===== config.mk =====
export PLATFORM = sky130hd
export DESIGN_NAME = kwd_watchdog
export DESIGN_NICKNAME = d
export VERILOG_FILES = /design/src/verilog/kwd_pkg.sv /design/src/verilog/kwd_sync_if.sv /design/src/verilog/kwd_watchdog.sv /design/src/verilog/kwd_sync.sv
export VERILOG_INCLUDE_DIRS = /design/src /design/src/verilog
export SDC_FILE = /design/constraint.sdc
export NUM_CORES = 1
export LEC_CHECK = 0
export ABC_AREA = 1
export CAP_MARGIN = 10
export CORE_MARGIN = 8
export CORE_UTILIZATION = 45
export CTS_BUF_LIST = sky130_fd_sc_hd__clkbuf_4 sky130_fd_sc_hd__clkbuf_8 sky130_fd_sc_hd__clkbuf_16
export DETAILED_ROUTE_END_ITERATION = 6
export DONT_BUFFER_PORTS = 1
export PLACE_DENSITY = 0.62
export SETUP_SLACK_MARGIN = 0.5
export SYNTH_ARGS = -nofsm -noshare
export SYNTH_HDL_FRONTEND = slang
export SYNTH_SLANG_ARGS = --single-unit
export TNS_END_PERCENT = 30

===== constraint.sdc =====
create_clock -name clk_i -period 2.6 [get_ports clk_i]
set_input_delay 0.52 -clock clk_i [delete_from_list [all_inputs] [get_ports clk_i]]
set_output_delay 0.52 -clock clk_i [all_outputs]
set_load 0.02 [all_outputs]

===== src/verilog/kwd_defines.svh =====
/*
 * Offsets, field positions, reset values and timing counts of the keyed watchdog.
 * Assumes a 32-bit classic Wishbone slave with byte addresses on a 4-bit address.
 */
`ifndef KWD_DEFINES_SVH
`define KWD_DEFINES_SVH

`define KWD_ADR_WDC      2'h0
`define KWD_ADR_SYS      2'h1
`define KWD_ADR_STAT     2'h2

`define KWD_KEY_ENABLE   5'h0a
`define KWD_KEY_DISABLE  5'h15
`define KWD_WDC_POR      8'h53
`define KWD_KEY_MSB      7
`define KWD_KEY_LSB      3
`define KWD_SEL_MSB      2

`define KWD_SYS_IDLE     7
`define KWD_SYS_LOWV     2
`define KWD_SYS_LVKRF    1
`define KWD_SYS_KEYRF    0

`define KWD_SHIFT_0      5'd8
`define KWD_SHIFT_1      5'd10
`define KWD_SHIFT_2      5'd12
`define KWD_SHIFT_3      5'd14
`define KWD_SHIFT_4      5'd15
`define KWD_SHIFT_5      5'd16
`define KWD_SHIFT_6      5'd17
`define KWD_SHIFT_7      5'd18

`define KWD_KEY_DELAY    2
`define KWD_SYNC_POR     3'h4

`endif


===== src/verilog/kwd_pkg.sv =====
/*
 * Types of the keyed watchdog.
 * Field widths are written out as literals; the types take nothing from kwd_defines.svh.
 */
`default_nettype none

package kwd_pkg;

    typedef struct packed {
        logic [7:0]  wdc;
        logic        idle_keep;
        logic        lowv;
        logic        lvkrf;
        logic        keyrf;
        logic        to_flag;
        logic        pwrdn_flag;
        logic [17:0] cnt;
        logic [1:0]  key_wait;
        logic        sub_prev;
        logic        rc_prev;
        logic        ack;
        logic [31:0] rdata;
        logic        chip_rst;
        logic        pcsp_rst;
        logic        pc_clear;
    } kwd_state_t;

endpackage : kwd_pkg

`default_nettype wire


===== src/verilog/kwd_sync_if.sv =====
/*
 * Carrier between the watchdog core and its pin synchroniser.
 * Assumes both ends run on the system clock.
 */
`timescale 1ns/1ns
`default_nettype none

interface kwd_sync_if #(
    parameter int W = 3
);
    logic [W-1:0] raw;
    logic [W-1:0] sync;

    modport src (output raw, input sync);
    modport dst (input raw, output sync);
endinterface : kwd_sync_if

`default_nettype wire


===== src/verilog/kwd_watchdog.sv =====
/*
 * Keyed watchdog timer with Wishbone register access.
 * Assumes the core pulses clear_watchdog_instr_i and halt_instr_i for one clock, holds sleep_i while in a
 * sleep or idle mode, and routes chip_rst_o and pc_sp_rst_o into its reset network.
 */
// The placing of the registers and the Wishbone interface to the registers are this design's own decisions.
`timescale 1ns/1ns
`default_nettype none

`include "kwd_defines.svh"

module kwd_watchdog
    import kwd_pkg::*;
#(
    parameter int KEY_DELAY_CYC = `KWD_KEY_DELAY
) (
    // Clock, reset, enable
    input  wire logic        clk_i,
    input  wire logic        rst_i,
    input  wire logic        ce_i,
    // Wishbone slave
    input  wire logic        wb_cyc_i,
    input  wire logic        wb_stb_i,
    input  wire logic        wb_we_i,
    input  wire logic [3:0]  wb_adr_i,
    input  wire logic [3:0]  wb_sel_i,
    input  wire logic [31:0] wb_dat_i,
    output logic      [31:0] wb_dat_o,
    output logic             wb_ack_o,
    // Oscillators and configuration option
    input  wire logic        low_speed_crystal_i,
    input  wire logic        low_speed_rc_osc_i,
    input  wire logic        sub_src_crystal_i,
    // Core and pins
    input  wire logic        external_reset_pin_n_i,
    input  wire logic        clear_watchdog_instr_i,
    input  wire logic        halt_instr_i,
    input  wire logic        sleep_i,
    // Reset and status outputs
    output logic             chip_rst_o,
    output logic             pc_sp_rst_o,
    output logic             pc_clear_o,
    output logic             timeout_status_flag_o,
    output logic             power_down_flag_o,
    output logic             idle_sysclk_keep_o
);
    if (KEY_DELAY_CYC < 2 || KEY_DELAY_CYC > 3) begin : g_bad_delay
        $error("KEY_DELAY_CYC must be 2 or 3");
    end

    localparam logic [1:0] KEY_LAST = 2'(KEY_DELAY_CYC - 1);

    kwd_state_t s;
    kwd_state_t next_s;

    kwd_sync_if #(.W(3)) pins ();

    assign pins.raw = {external_reset_pin_n_i, low_speed_rc_osc_i, low_speed_crystal_i};

    kwd_sync #(
        .W       (3),
        .RST_VAL (`KWD_SYNC_POR)
    ) u_sync (
        .clk_i (clk_i),
        .rst_i (rst_i),
        .ce_i  (ce_i),
        .sif   (pins.dst)
    );

    function automatic logic [17:0] period_mask(input logic [2:0] sel);
        logic [4:0] sh;
        unique case (sel)
            3'h0: sh = `KWD_SHIFT_0;
            3'h1: sh = `KWD_SHIFT_1;
            3'h2: sh = `KWD_SHIFT_2;
            3'h3: sh = `KWD_SHIFT_3;
            3'h4: sh = `KWD_SHIFT_4;
            3'h5: sh = `KWD_SHIFT_5;
            3'h6: sh = `KWD_SHIFT_6;
            3'h7: sh = `KWD_SHIFT_7;
        endcase
        return 18'((19'h00001 << sh) - 19'h00001);
    endfunction

    logic [4:0]  key;
    logic        key_en;
    logic        key_dis;
    logic        key_bad;
    logic        sub_lvl;
    logic        sub_tick;
    logic        rc_tick;
    logic        pin_rst;
    logic        cnt_clr;
    logic [17:0] mask;
    logic        wd_ovf;
    logic        key_fire;
    logic        bus_req;
    logic        bus_wr;

    assign key     = s.wdc[`KWD_KEY_MSB:`KWD_KEY_LSB];
    assign key_en  = (key == `KWD_KEY_ENABLE);
    assign key_dis = (key == `KWD_KEY_DISABLE);
    assign key_bad = !key_en && !key_dis;
    assign sub_lvl   = sub_src_crystal_i ? pins.sync[0] : pins.sync[1];
    assign sub_tick  = sub_lvl && !s.sub_prev;
    assign rc_tick   = pins.sync[1] && !s.rc_prev;
    assign pin_rst   = !pins.sync[2];
    assign key_fire  = key_bad && rc_tick && (s.key_wait == KEY_LAST);
    assign cnt_clr   = pin_rst || clear_watchdog_instr_i || halt_instr_i || key_fire;
    assign mask      = period_mask(s.wdc[`KWD_SEL_MSB:0]);
    assign wd_ovf    = key_en && sub_tick && !cnt_clr && ((s.cnt & mask) == mask);
    assign bus_req   = wb_cyc_i && wb_stb_i && !s.ack;
    assign bus_wr    = bus_req && wb_we_i && wb_sel_i[0];

    always_comb begin
        next_s           = s;
        next_s.ack       = 1'b0;
        next_s.chip_rst  = 1'b0;
        next_s.pcsp_rst  = 1'b0;
        next_s.pc_clear  = 1'b0;
        next_s.sub_prev  = sub_lvl;
        next_s.rc_prev   = pins.sync[1];

        // Writes land in the same edge that raises ack.
        if (bus_req) begin
            next_s.ack = 1'b1;
            unique case (wb_adr_i[3:2])
                `KWD_ADR_WDC: next_s.rdata = {24'h000000, s.wdc};
                `KWD_ADR_SYS: next_s.rdata = {24'h000000, s.idle_keep, 4'h0, s.lowv,
                                              s.lvkrf, s.keyrf};
                `KWD_ADR_STAT: next_s.rdata = {6'h00, s.cnt, 5'h00, key_en,
                                               s.pwrdn_flag, s.to_flag};
                default: next_s.rdata = 32'h00000000;
            endcase
        end
        if (bus_wr) begin
            if (wb_adr_i[3:2] == `KWD_ADR_WDC) begin
                next_s.wdc = wb_dat_i[7:0];
            end
            if (wb_adr_i[3:2] == `KWD_ADR_SYS) begin
                next_s.idle_keep = wb_dat_i[`KWD_SYS_IDLE];
                next_s.lowv      = wb_dat_i[`KWD_SYS_LOWV];
                next_s.lvkrf     = wb_dat_i[`KWD_SYS_LVKRF];
                if (!wb_dat_i[`KWD_SYS_KEYRF]) begin
                    next_s.keyrf = 1'b0;
                end
            end
        end

        if (!key_bad) begin
            next_s.key_wait = 2'h0;
        end else if (key_fire) begin
            next_s.key_wait = 2'h0;
            next_s.wdc      = `KWD_WDC_POR;
            // mark the key source, set beats clear
            next_s.keyrf    = 1'b1;
            next_s.chip_rst = 1'b1;
            next_s.pc_clear = 1'b1;
        end else if (rc_tick) begin
            next_s.key_wait = 2'(s.key_wait + 2'h1);
        end

        if (halt_instr_i) begin
            next_s.pwrdn_flag = 1'b1;
            next_s.to_flag    = 1'b0;
        end else if (clear_watchdog_instr_i) begin
            next_s.pwrdn_flag = 1'b0;
        end

        // halt only clears, the counter keeps running on sub ticks
        if (cnt_clr) begin
            next_s.cnt = 18'h00000;
        end else if (wd_ovf) begin
            next_s.cnt      = 18'h00000;
            next_s.to_flag  = 1'b1;
            next_s.pc_clear = 1'b1;
            if (sleep_i) begin
                next_s.pcsp_rst = 1'b1;
            end else begin
                next_s.chip_rst = 1'b1;
            end
        end else if (key_en && sub_tick) begin
            next_s.cnt = 18'(s.cnt + 18'h00001);
        end

        // The pin reset is held for as long as the pin stays low.
        if (pin_rst) begin
            next_s.chip_rst = 1'b1;
            next_s.pc_clear = 1'b1;
        end
    end

    always_ff @(posedge clk_i) begin
        if (rst_i) begin
            s       <= '0;
            s.wdc   <= `KWD_WDC_POR;
            s.lowv  <= 1'b0;
        end else if (ce_i) begin
            s <= next_s;
        end
    end

    assign wb_dat_o              = s.rdata;
    assign wb_ack_o              = s.ack;
    assign chip_rst_o            = s.chip_rst;
    assign pc_sp_rst_o           = s.pcsp_rst;
    assign pc_clear_o            = s.pc_clear;
    assign timeout_status_flag_o = s.to_flag;
    assign power_down_flag_o     = s.pwrdn_flag;
    assign idle_sysclk_keep_o    = s.idle_keep;

    chk_key_default: assert property (
        @(posedge clk_i) $fell(rst_i) |-> (s.wdc == `KWD_WDC_POR))
        else $error("watchdog control not at power-on value");

    chk_disabled_hold: assert property (
        @(posedge clk_i) disable iff (rst_i)
        (ce_i && key_dis && !cnt_clr && !pin_rst)
        |=> (s.cnt == $past(s.cnt)) && !s.chip_rst && !s.pcsp_rst)
        else $error("disabled watchdog counted or reset");

    chk_enable_count: assert property (
        @(posedge clk_i) disable iff (rst_i)
        (ce_i && key_en && sub_tick && !cnt_clr && !wd_ovf)
        |=> (s.cnt == 18'($past(s.cnt) + 18'h00001)))
        else $error("enabled watchdog did not count");

    chk_bad_key_reset: assert property (
        @(posedge clk_i) disable iff (rst_i)
        (ce_i && key_bad && rc_tick && s.key_wait == KEY_LAST)
        |=> s.chip_rst && s.keyrf && (s.wdc == `KWD_WDC_POR) ##1 !s.chip_rst || pin_rst)
        else $error("invalid key did not reset");

    chk_key_sticky: assert property (
        @(posedge clk_i) disable iff (rst_i)
        (s.keyrf && !(bus_wr && wb_adr_i[3:2] == `KWD_ADR_SYS && !wb_dat_i[0]))
        |=> s.keyrf)
        else $error("key reset flag lost without software clear");

    chk_timeout_full: assert property (
        @(posedge clk_i) disable iff (rst_i)
        (ce_i && wd_ovf && !sleep_i) |=> s.chip_rst && s.to_flag && s.pc_clear)
        else $error("overflow in run mode without full reset");

    chk_timeout_sleep: assert property (
        @(posedge clk_i) disable iff (rst_i)
        (ce_i && wd_ovf && sleep_i && !pin_rst)
        |=> s.pcsp_rst && !s.chip_rst && s.to_flag ##1 !s.pcsp_rst)
        else $error("overflow asleep did not give partial reset");

    chk_clear_sources: assert property (
        @(posedge clk_i) disable iff (rst_i)
        (ce_i && cnt_clr) |=> (s.cnt == 18'h00000))
        else $error("clear source left counter nonzero");

    chk_unused_zero: assert property (
        @(posedge clk_i) disable iff (rst_i)
        (ce_i && bus_req && !wb_we_i && wb_adr_i[3:2] == `KWD_ADR_SYS)
        |=> wb_ack_o && (wb_dat_o[6:3] == 4'h0))
        else $error("unused system control bits read nonzero");

    chk_halt_flags: assert property (
        @(posedge clk_i) disable iff (rst_i)
        (ce_i && halt_instr_i) |=> s.pwrdn_flag && !s.to_flag)
        else $error("halt did not set power-down and clear time-out");

    chk_reset_pc: assert property (
        @(posedge clk_i) disable iff (rst_i)
        (s.chip_rst || s.pcsp_rst) |-> s.pc_clear)
        else $error("device reset without program counter clear");

    chk_key_wait_clear: assert property (
        @(posedge clk_i) disable iff (rst_i)
        (ce_i && !key_bad) |=> (s.key_wait == 2'h0))
        else $error("valid key left the wait count running");

    chk_key_set_only: assert property (
        @(posedge clk_i) disable iff (rst_i)
        (ce_i && !s.keyrf && !key_fire) |=> !s.keyrf)
        else $error("key reset flag set without an invalid key");

    chk_pin_reset: assert property (
        @(posedge clk_i) disable iff (rst_i)
        (ce_i && pin_rst) |=> s.chip_rst && s.pc_clear && (s.cnt == 18'h00000))
        else $error("low reset pin did not reset and clear");

    chk_tick_only: assert property (
        @(posedge clk_i) disable iff (rst_i)
        (ce_i && !sub_tick && !cnt_clr) |=> (s.cnt == $past(s.cnt)))
        else $error("counter moved without a sub clock tick");

    chk_ratio_min: assert property (
        @(posedge clk_i) disable iff (rst_i)
        (ce_i && wd_ovf) |-> (s.cnt[7:0] == 8'hff))
        else $error("overflow before the shortest period");

    chk_ratio_max: assert property (
        @(posedge clk_i) disable iff (rst_i)
        (ce_i && wd_ovf && s.wdc[2:0] == 3'h7) |-> (s.cnt == 18'h3ffff))
        else $error("longest period overflowed early");

    chk_halt_resume: assert property (
        @(posedge clk_i) disable iff (rst_i)
        (ce_i && halt_instr_i) |=> (s.cnt == 18'h00000) && s.pwrdn_flag)
        else $error("halt did not clear the counter");
endmodule // kwd_watchdog

`default_nettype wire


===== src/verilog/kwd_sync.sv =====
/*
 * Three-stage pin synchroniser with agreement filter.
 * Assumes raw inputs are asynchronous to clk_i; the output moves only when stages two
 * and three agree.
 */
`timescale 1ns/1ns
`default_nettype none

module kwd_sync #(
    parameter int         W       = 3,
    parameter logic [W-1:0] RST_VAL = '0
) (
    // Clock and control
    input  wire logic clk_i,
    input  wire logic rst_i,
    input  wire logic ce_i,
    // Pins in, filtered levels out
    kwd_sync_if.dst   sif
);
    typedef struct packed {
        logic [W-1:0] s1;
        logic [W-1:0] s2;
        logic [W-1:0] s3;
        logic [W-1:0] out;
    } kwd_sync_st_t;

    kwd_sync_st_t s;
    kwd_sync_st_t next_s;

    always_comb begin
        next_s    = s;
        next_s.s1 = sif.raw;
        next_s.s2 = s.s1;
        next_s.s3 = s.s2;
        for (int i = 0; i < W; i++) begin
            if (s.s2[i] == s.s3[i]) begin
                next_s.out[i] = s.s3[i];
            end
        end
    end

    always_ff @(posedge clk_i) begin
        if (rst_i) begin
            s <= '{s1: RST_VAL, s2: RST_VAL, s3: RST_VAL, out: RST_VAL};
        end else if (ce_i) begin
            s <= next_s;
        end
    end

    assign sif.sync = s.out;
endmodule // kwd_sync

`default_nettype wire


* Yosys cells after proc, flatten, opt, wreduce, memory -nomap -nowiden
Memory sizes are Yosys's and may differ from the RTL's. A register that Yosys moved wholly into a read port is not among the register bits.
Cells that the tools add are included.
Widths: inputs -> output; s select.
** Storage, ports and cells
- Register bits :: 84
- Output and inout port bits :: 39
- Bits in read-only memories :: 40
- Memories :: 1
** Memory list
- (no name shown) :: depth 8, bits a word 5, read ports 1, clocked after Yosys merged registers in 1, wr ports 0, line kwd_watchdog.sv:72 : unique case (sel)
** Operators by class
- Muxes and demuxes :: 32
- $add $sub $neg :: 3
- Shift operators :: 1
- Equal/unequal tests :: 10
- Reduce and logical (&&, ||, !) cells :: 33
- Bitwise gates (word level) :: 1
** Operators by type and width (number)
- $pmux 26 s3 :: 1
- $mux 18 :: 3
- $mux 33 :: 1
- $mux 8 :: 3
- $add 18x1->18 const B :: 1
- $and 18x18->18 :: 1
- $eq 18x18->1 :: 1
- $shl 1x5->18 const A :: 1
- $sub 18x1->18 const B :: 1
- $mux 1 :: 15
- $reduce_and 2->1 :: 7
- $logic_and 1x1->1 :: 12
- $mux 12 :: 1
- $mux 3 :: 4
- $logic_not 1->1 :: 7
- $mux 2 :: 3
- $eq 5x4->1 const B :: 1
- $eq 5x5->1 const B :: 1
- $eq 2x1->1 const B :: 2
- $mux 4 :: 1
- $eq 1x1->1 :: 3
- $logic_or 1x1->1 :: 3
- $ne 3x1->1 const B :: 1
- $reduce_and 3->1 :: 1
- 5 further kinds :: 5

* Logic depth before layout (Yosys ltp)
- Depth after elaboration :: 12
- Mapped depth :: 18
- Depth with buffers taken out :: 17

* Hierarchy
From an unflattened synthesis, not the netlist that was laid out.
** Unflattened totals
- Cells, all modules :: 635
- Area total of the unflattened synthesis :: 4460.5 µm²
** By module, submodules not included
- kwd_watchdog :: area each 3990.1 µm², instances 1, cells an instance 575, seq. area each 1421.4 µm²
- kwd_sync :: area each 470.5 µm², instances 1, cells an instance 60, seq. area each 240.2 µm²

* Least setup slack after synthesis
Ideal clock, no wire load.
- Path type :: register to register
- Start :: register with a tool-made name
- End :: register s[57] (netlist bit)
- Cell stages (with the launch flop) :: 18
- Path buffers :: 2
- Setup slack :: 449 ps
- Period minus slack after synthesis :: 2151 ps
- Library setup time :: 131 ps
- Arrival time :: 2020 ps
- Cells stage by stage :: dfxtp_1 -> nor2_2 -> buf_6 -> nand3_4 -> ha_1 -> or2_2 -> nand2_1 -> inv_1 -> nand2_1 -> nor2_1 -> nand2_1 -> nor3_2 -> nand3_1 -> nor2_2 -> nand3_4 -> buf_6 -> nand2_2 -> a21oi_2
** RTL lines
- end signal: assignment :: line kwd_watchdog.sv:199 : s <= next_s;
- end: declaration :: line kwd_watchdog.sv:53 : kwd_state_t s;

==> impl.org <==
** Timing
- Fin crit period :: 2.35 ns
- The clock arrives with 0.0115 ns of skew.
- Setup violations remaining at the end of the flow were counted as 0.
- The max-slew violation total from the final report is 0.
- Timing would allow up to 426 MHz.
- Measured slew at the worst slew-check pin :: 0.618 ns
- Setup repair after global routing could not meet its margin everywhere.
- Worst setup margin :: between 0.2 and 0.3 ns
- Total Negative Setup Slacks :: 0 ns
- In the finished design, the share of the clock period the worst path needs comes to 0.902.
- Relative slew slack :: 0.588
- The number of endpoints with negative hold slack in the final report was 0.

** Route
- The first detailed-routing pass took 5 iterations.
- Dividing the detail-routed via count by the number of cells gives ~5.2.
- Summing over every cut layer, the via total after detailed routing is slightly above 4000.
- Aggregate routed wire length :: around 12000 microns
- DR DRC count :: 0
- In the final routed layout, each cell accounts on average for ~15 microns.
- The detailed router finished its first iteration with 205 violations.
- Antenna Violating Nets Remaining :: 0

** Power and ir drop
- Worst supply voltage drop on vdd :: 0.000287 V
- Power spread over the standard cell area amounts to 498 nW/um^2.
- Leakage power :: 1.91 nW
- Cell Int Power :: around 0.0018 W
- Sequential fraction of design power :: 0.536
- Of the total power, the clock network draws 0.403.
- Of the total power, the share spent switching nets is 0.260.
- Overall power consumption :: 0.00244 W
- Power dissipated by switching net loads :: about 0.00063 W
- Relative contribution of combinational cells to total power :: 0.061

** Yosys
- The cell count after synthesis came out at 668.
- Cell type contributing the most total cell area after synthesis :: sky130_fd_sc_hd__dfxtp_1
- The Yosys step of the flow raised 0 warnings.
- Cell types occupying the most area after synthesis :: sky130_fd_sc_hd__dfxtp_1, sky130_fd_sc_hd__nand2_1, sky130_fd_sc_hd__nand3_1
- Ys async rst share :: 0
- The share of synthesized area in the top cell type comes to 0.365.
- Number of synthesized register bits :: 83
- Combined area of all synthesized cells :: approximately 4600 sq um
- Counting flops with a built-in enable in the synthesized netlist gives 0.
- The share of the Yosys chip area taken by registers is 0.365.
- Cell variety after synth :: 38
- Main flop type after synthesis :: sky130_fd_sc_hd__dfxtp_1
- Average cell area after synthesis :: 6.82 sq um

** Critical path
- Crit path arrival time :: roughly 2.7 ns
- Setup slack on the worst reg-to-reg path comes out at ~0.25 ns.
- Crit path required time :: roughly 2.9 ns
- Worst-case reg-to-reg path depth :: 16
- The critical path ends at pc_sp_rst_o.
- Worst Path Max Fanout :: 3
- The setup path with the least slack is of type register to register.
- Capturing point of the worst reg2reg path :: pc_sp_rst_o
- STA classifies the critical path startpoint as a register.
- The worst setup path is captured at a register.

** Hold path
- Classification of the worst-slack hold path :: primary input to register
- Hold path start :: rst_i

** Clocking
- Clock-pin slew was measured on the worst setup and hold paths at 0.08 ns.
- Clock Path Buffers :: 2
- CTS placed an instance of sky130_fd_sc_hd__clkbuf_8 at the clock tree root.
- The later pin in the worst-skew pair is clocked with a latency of 0.37 ns.
- The H-tree was split into 3 levels.
- TritonCTS buffer count :: 9
- TritonCTS built the clock tree.
- CTS saw 83 sinks.

** Layout
- In the final design database the tool counted just over 700 nets.
- Antenna fix cells :: 0
- Leaving out fill and tap cells, the most frequent cells in the layout are sky130_fd_sc_hd__nand2_1, sky130_fd_sc_hd__dfxtp_1, sky130_fd_sc_hd__a21oi_1.
- Area grow syn2layout :: 7.83%
- Fraction of final layout cells sized beyond drive strength 1 :: 0.156
- At the end of the flow the core is filled with cells to 0.500.
- Leaving out fill and tap cells, the most frequent cell in the layout is sky130_fd_sc_hd__nand2_1.

** Global routing
- Pin count of the biggest net entering global routing :: 52
- For this run, the total global-route usage over all layers was measured as 0.176.
- Initial antenna violation count :: 0
- The first global-routing pass estimated 19000 microns of wire.
- Via count of the first global-routing pass :: 3956
- Aggregate global routing overflow :: 0

** Placed design
- OpenSTA, run right after detailed placement, puts the worst setup slack at 0.231 ns.
- The congestion estimate from routability-driven global placement came to ~0.85.
- IO buf count :: 0
- Final HPWL DP :: 8070 microns

** Floorplan
- The die is 117 microns tall.
- The floorplan step set the die width to 117 microns.
- The die covers 13600 sq um.
- Number of top-level pins :: 92
- Cell Rows :: 36
- Core outline area :: between 9000 and 10000 sq um
- The initial utilization of the core area, before any placement, comes to 0.464.

** Job
- The tool flagged a number of max-cap violations equal to 0.

** Outcome
- The flow ran to the end, and the final reports show no timing, DRC or antenna violations.
[per-stage QoR]
step | cells | hold slack [ns] | instance area (sq um)
floorplan | 673 | 0.416 | 4590
global placement | 755 | 0.428 | 4450
detailed placement | 755 | 0.430 | 4450
CTS | 781 | 0.191 | 4810
global route | 785 | 0.187 | 4910
finish | 785 | 0.205 | 4910
[power by group through the flow]
stage                     Clock [W]  Sequential, W  Combinational, W
after CTS                   0.00100        0.00131          0.000148
final                      0.000986        0.00131          0.000149
after detailed placement          0        0.00134          0.000144
after global placement            0        0.00134          0.000141
after global routing        0.00106        0.00131          0.000169
after floorplan                   0        0.00133          0.000139
[registers in the layout, indices dropped and copies added (netlist names), 3 cells and up, named ones only]
name             cells
key                  5
s                   28
u_sync.sif.sync      3
u_sync.s             3
u_sync.next_s        6
wb_dat_o            26
[area by class of cell]
cell class                 instances  area (sq um)
clock buffer                      10           138
timing repair buffer              21           158
tap                              133           166
clock inverter                     6          71.3
sequential                        83          1680
inverter                          66           250
multi-input combinational        466          2450
fill                            1030          4910
[worst max-delay path, cell delays in order, from the launching register on]
cell and delay, ns:
sky130_fd_sc_hd__dfxtp_4 0.37, sky130_fd_sc_hd__inv_4 0.06, sky130_fd_sc_hd__nand2_4 0.06, sky130_fd_sc_hd__nor2_4 0.12, sky130_fd_sc_hd__nand2_2 0.07, sky130_fd_sc_hd__ha_4 0.26, sky130_fd_sc_hd__or2_2 0.10, sky130_fd_sc_hd__nand2_2 0.05
sky130_fd_sc_hd__nor2_1 0.08, sky130_fd_sc_hd__nand2_1 0.06, sky130_fd_sc_hd__nor2_1 0.10, sky130_fd_sc_hd__nand3_1 0.10, sky130_fd_sc_hd__nor3_2 0.24, sky130_fd_sc_hd__nand4_1 0.19, sky130_fd_sc_hd__nor2_4 0.20, sky130_fd_sc_hd__nand3_1 0.09
sky130_fd_sc_hd__a21oi_1 0.13
[worst min-delay path by stage]
stage	depth (start not counted)	to	slack, ns
after global placement	2	s[39]	0.43
final	1	chip_rst_o	0.21
after floorplan	2	s[39]	0.42
after CTS	1	s[54]	0.19
after detailed placement	2	s[39]	0.43
after global routing	1	wb_dat_o[22]	0.19
[cell families after synthesis]
kind of cell,share of synthesized area
flops,0.365
fa+ha+maj,0.0110
other cells,0.000823
compound gates,0.137
simple gates,0.333
buf+inv,0.138
xor+xnor,0.0154
[repair_timing]
item	4_1_cts	5_1_grt
setup endpoints to repair	26	27
gates resized for setup	17	16
pin swaps	10	7
gates cloned	3	0
setup buffers	7	4
hold buffers	0	0
[Yosys cell counts, types with 6 or more instances]
master	n
sky130_fd_sc_hd__nor3_1	13
sky130_fd_sc_hd__o21ai_0	27
sky130_fd_sc_hd__nand4_1	7
sky130_fd_sc_hd__dfxtp_1	83
sky130_fd_sc_hd__nor2_1	60
sky130_fd_sc_hd__buf_4	33
sky130_fd_sc_hd__nand3_1	68
sky130_fd_sc_hd__clkbuf_1	19
sky130_fd_sc_hd__a21oi_1	67
sky130_fd_sc_hd__nor2_2	8
sky130_fd_sc_hd__xor2_1	6
sky130_fd_sc_hd__nand3_2	7
sky130_fd_sc_hd__nand2_1	150
sky130_fd_sc_hd__inv_1	62
[per-layer routing]
layer / vias up / track usage / wire length (microns)
met5: - / 0 / 0
met1: 1881 / 0.207 / 4950
met3: 16 / 0.0548 / 849
li1: 2098 / - / -
met2: 113 / 0.294 / 5560
met4: 0 / 0.0691 / 209
Power figures use the tool's default switching activity.
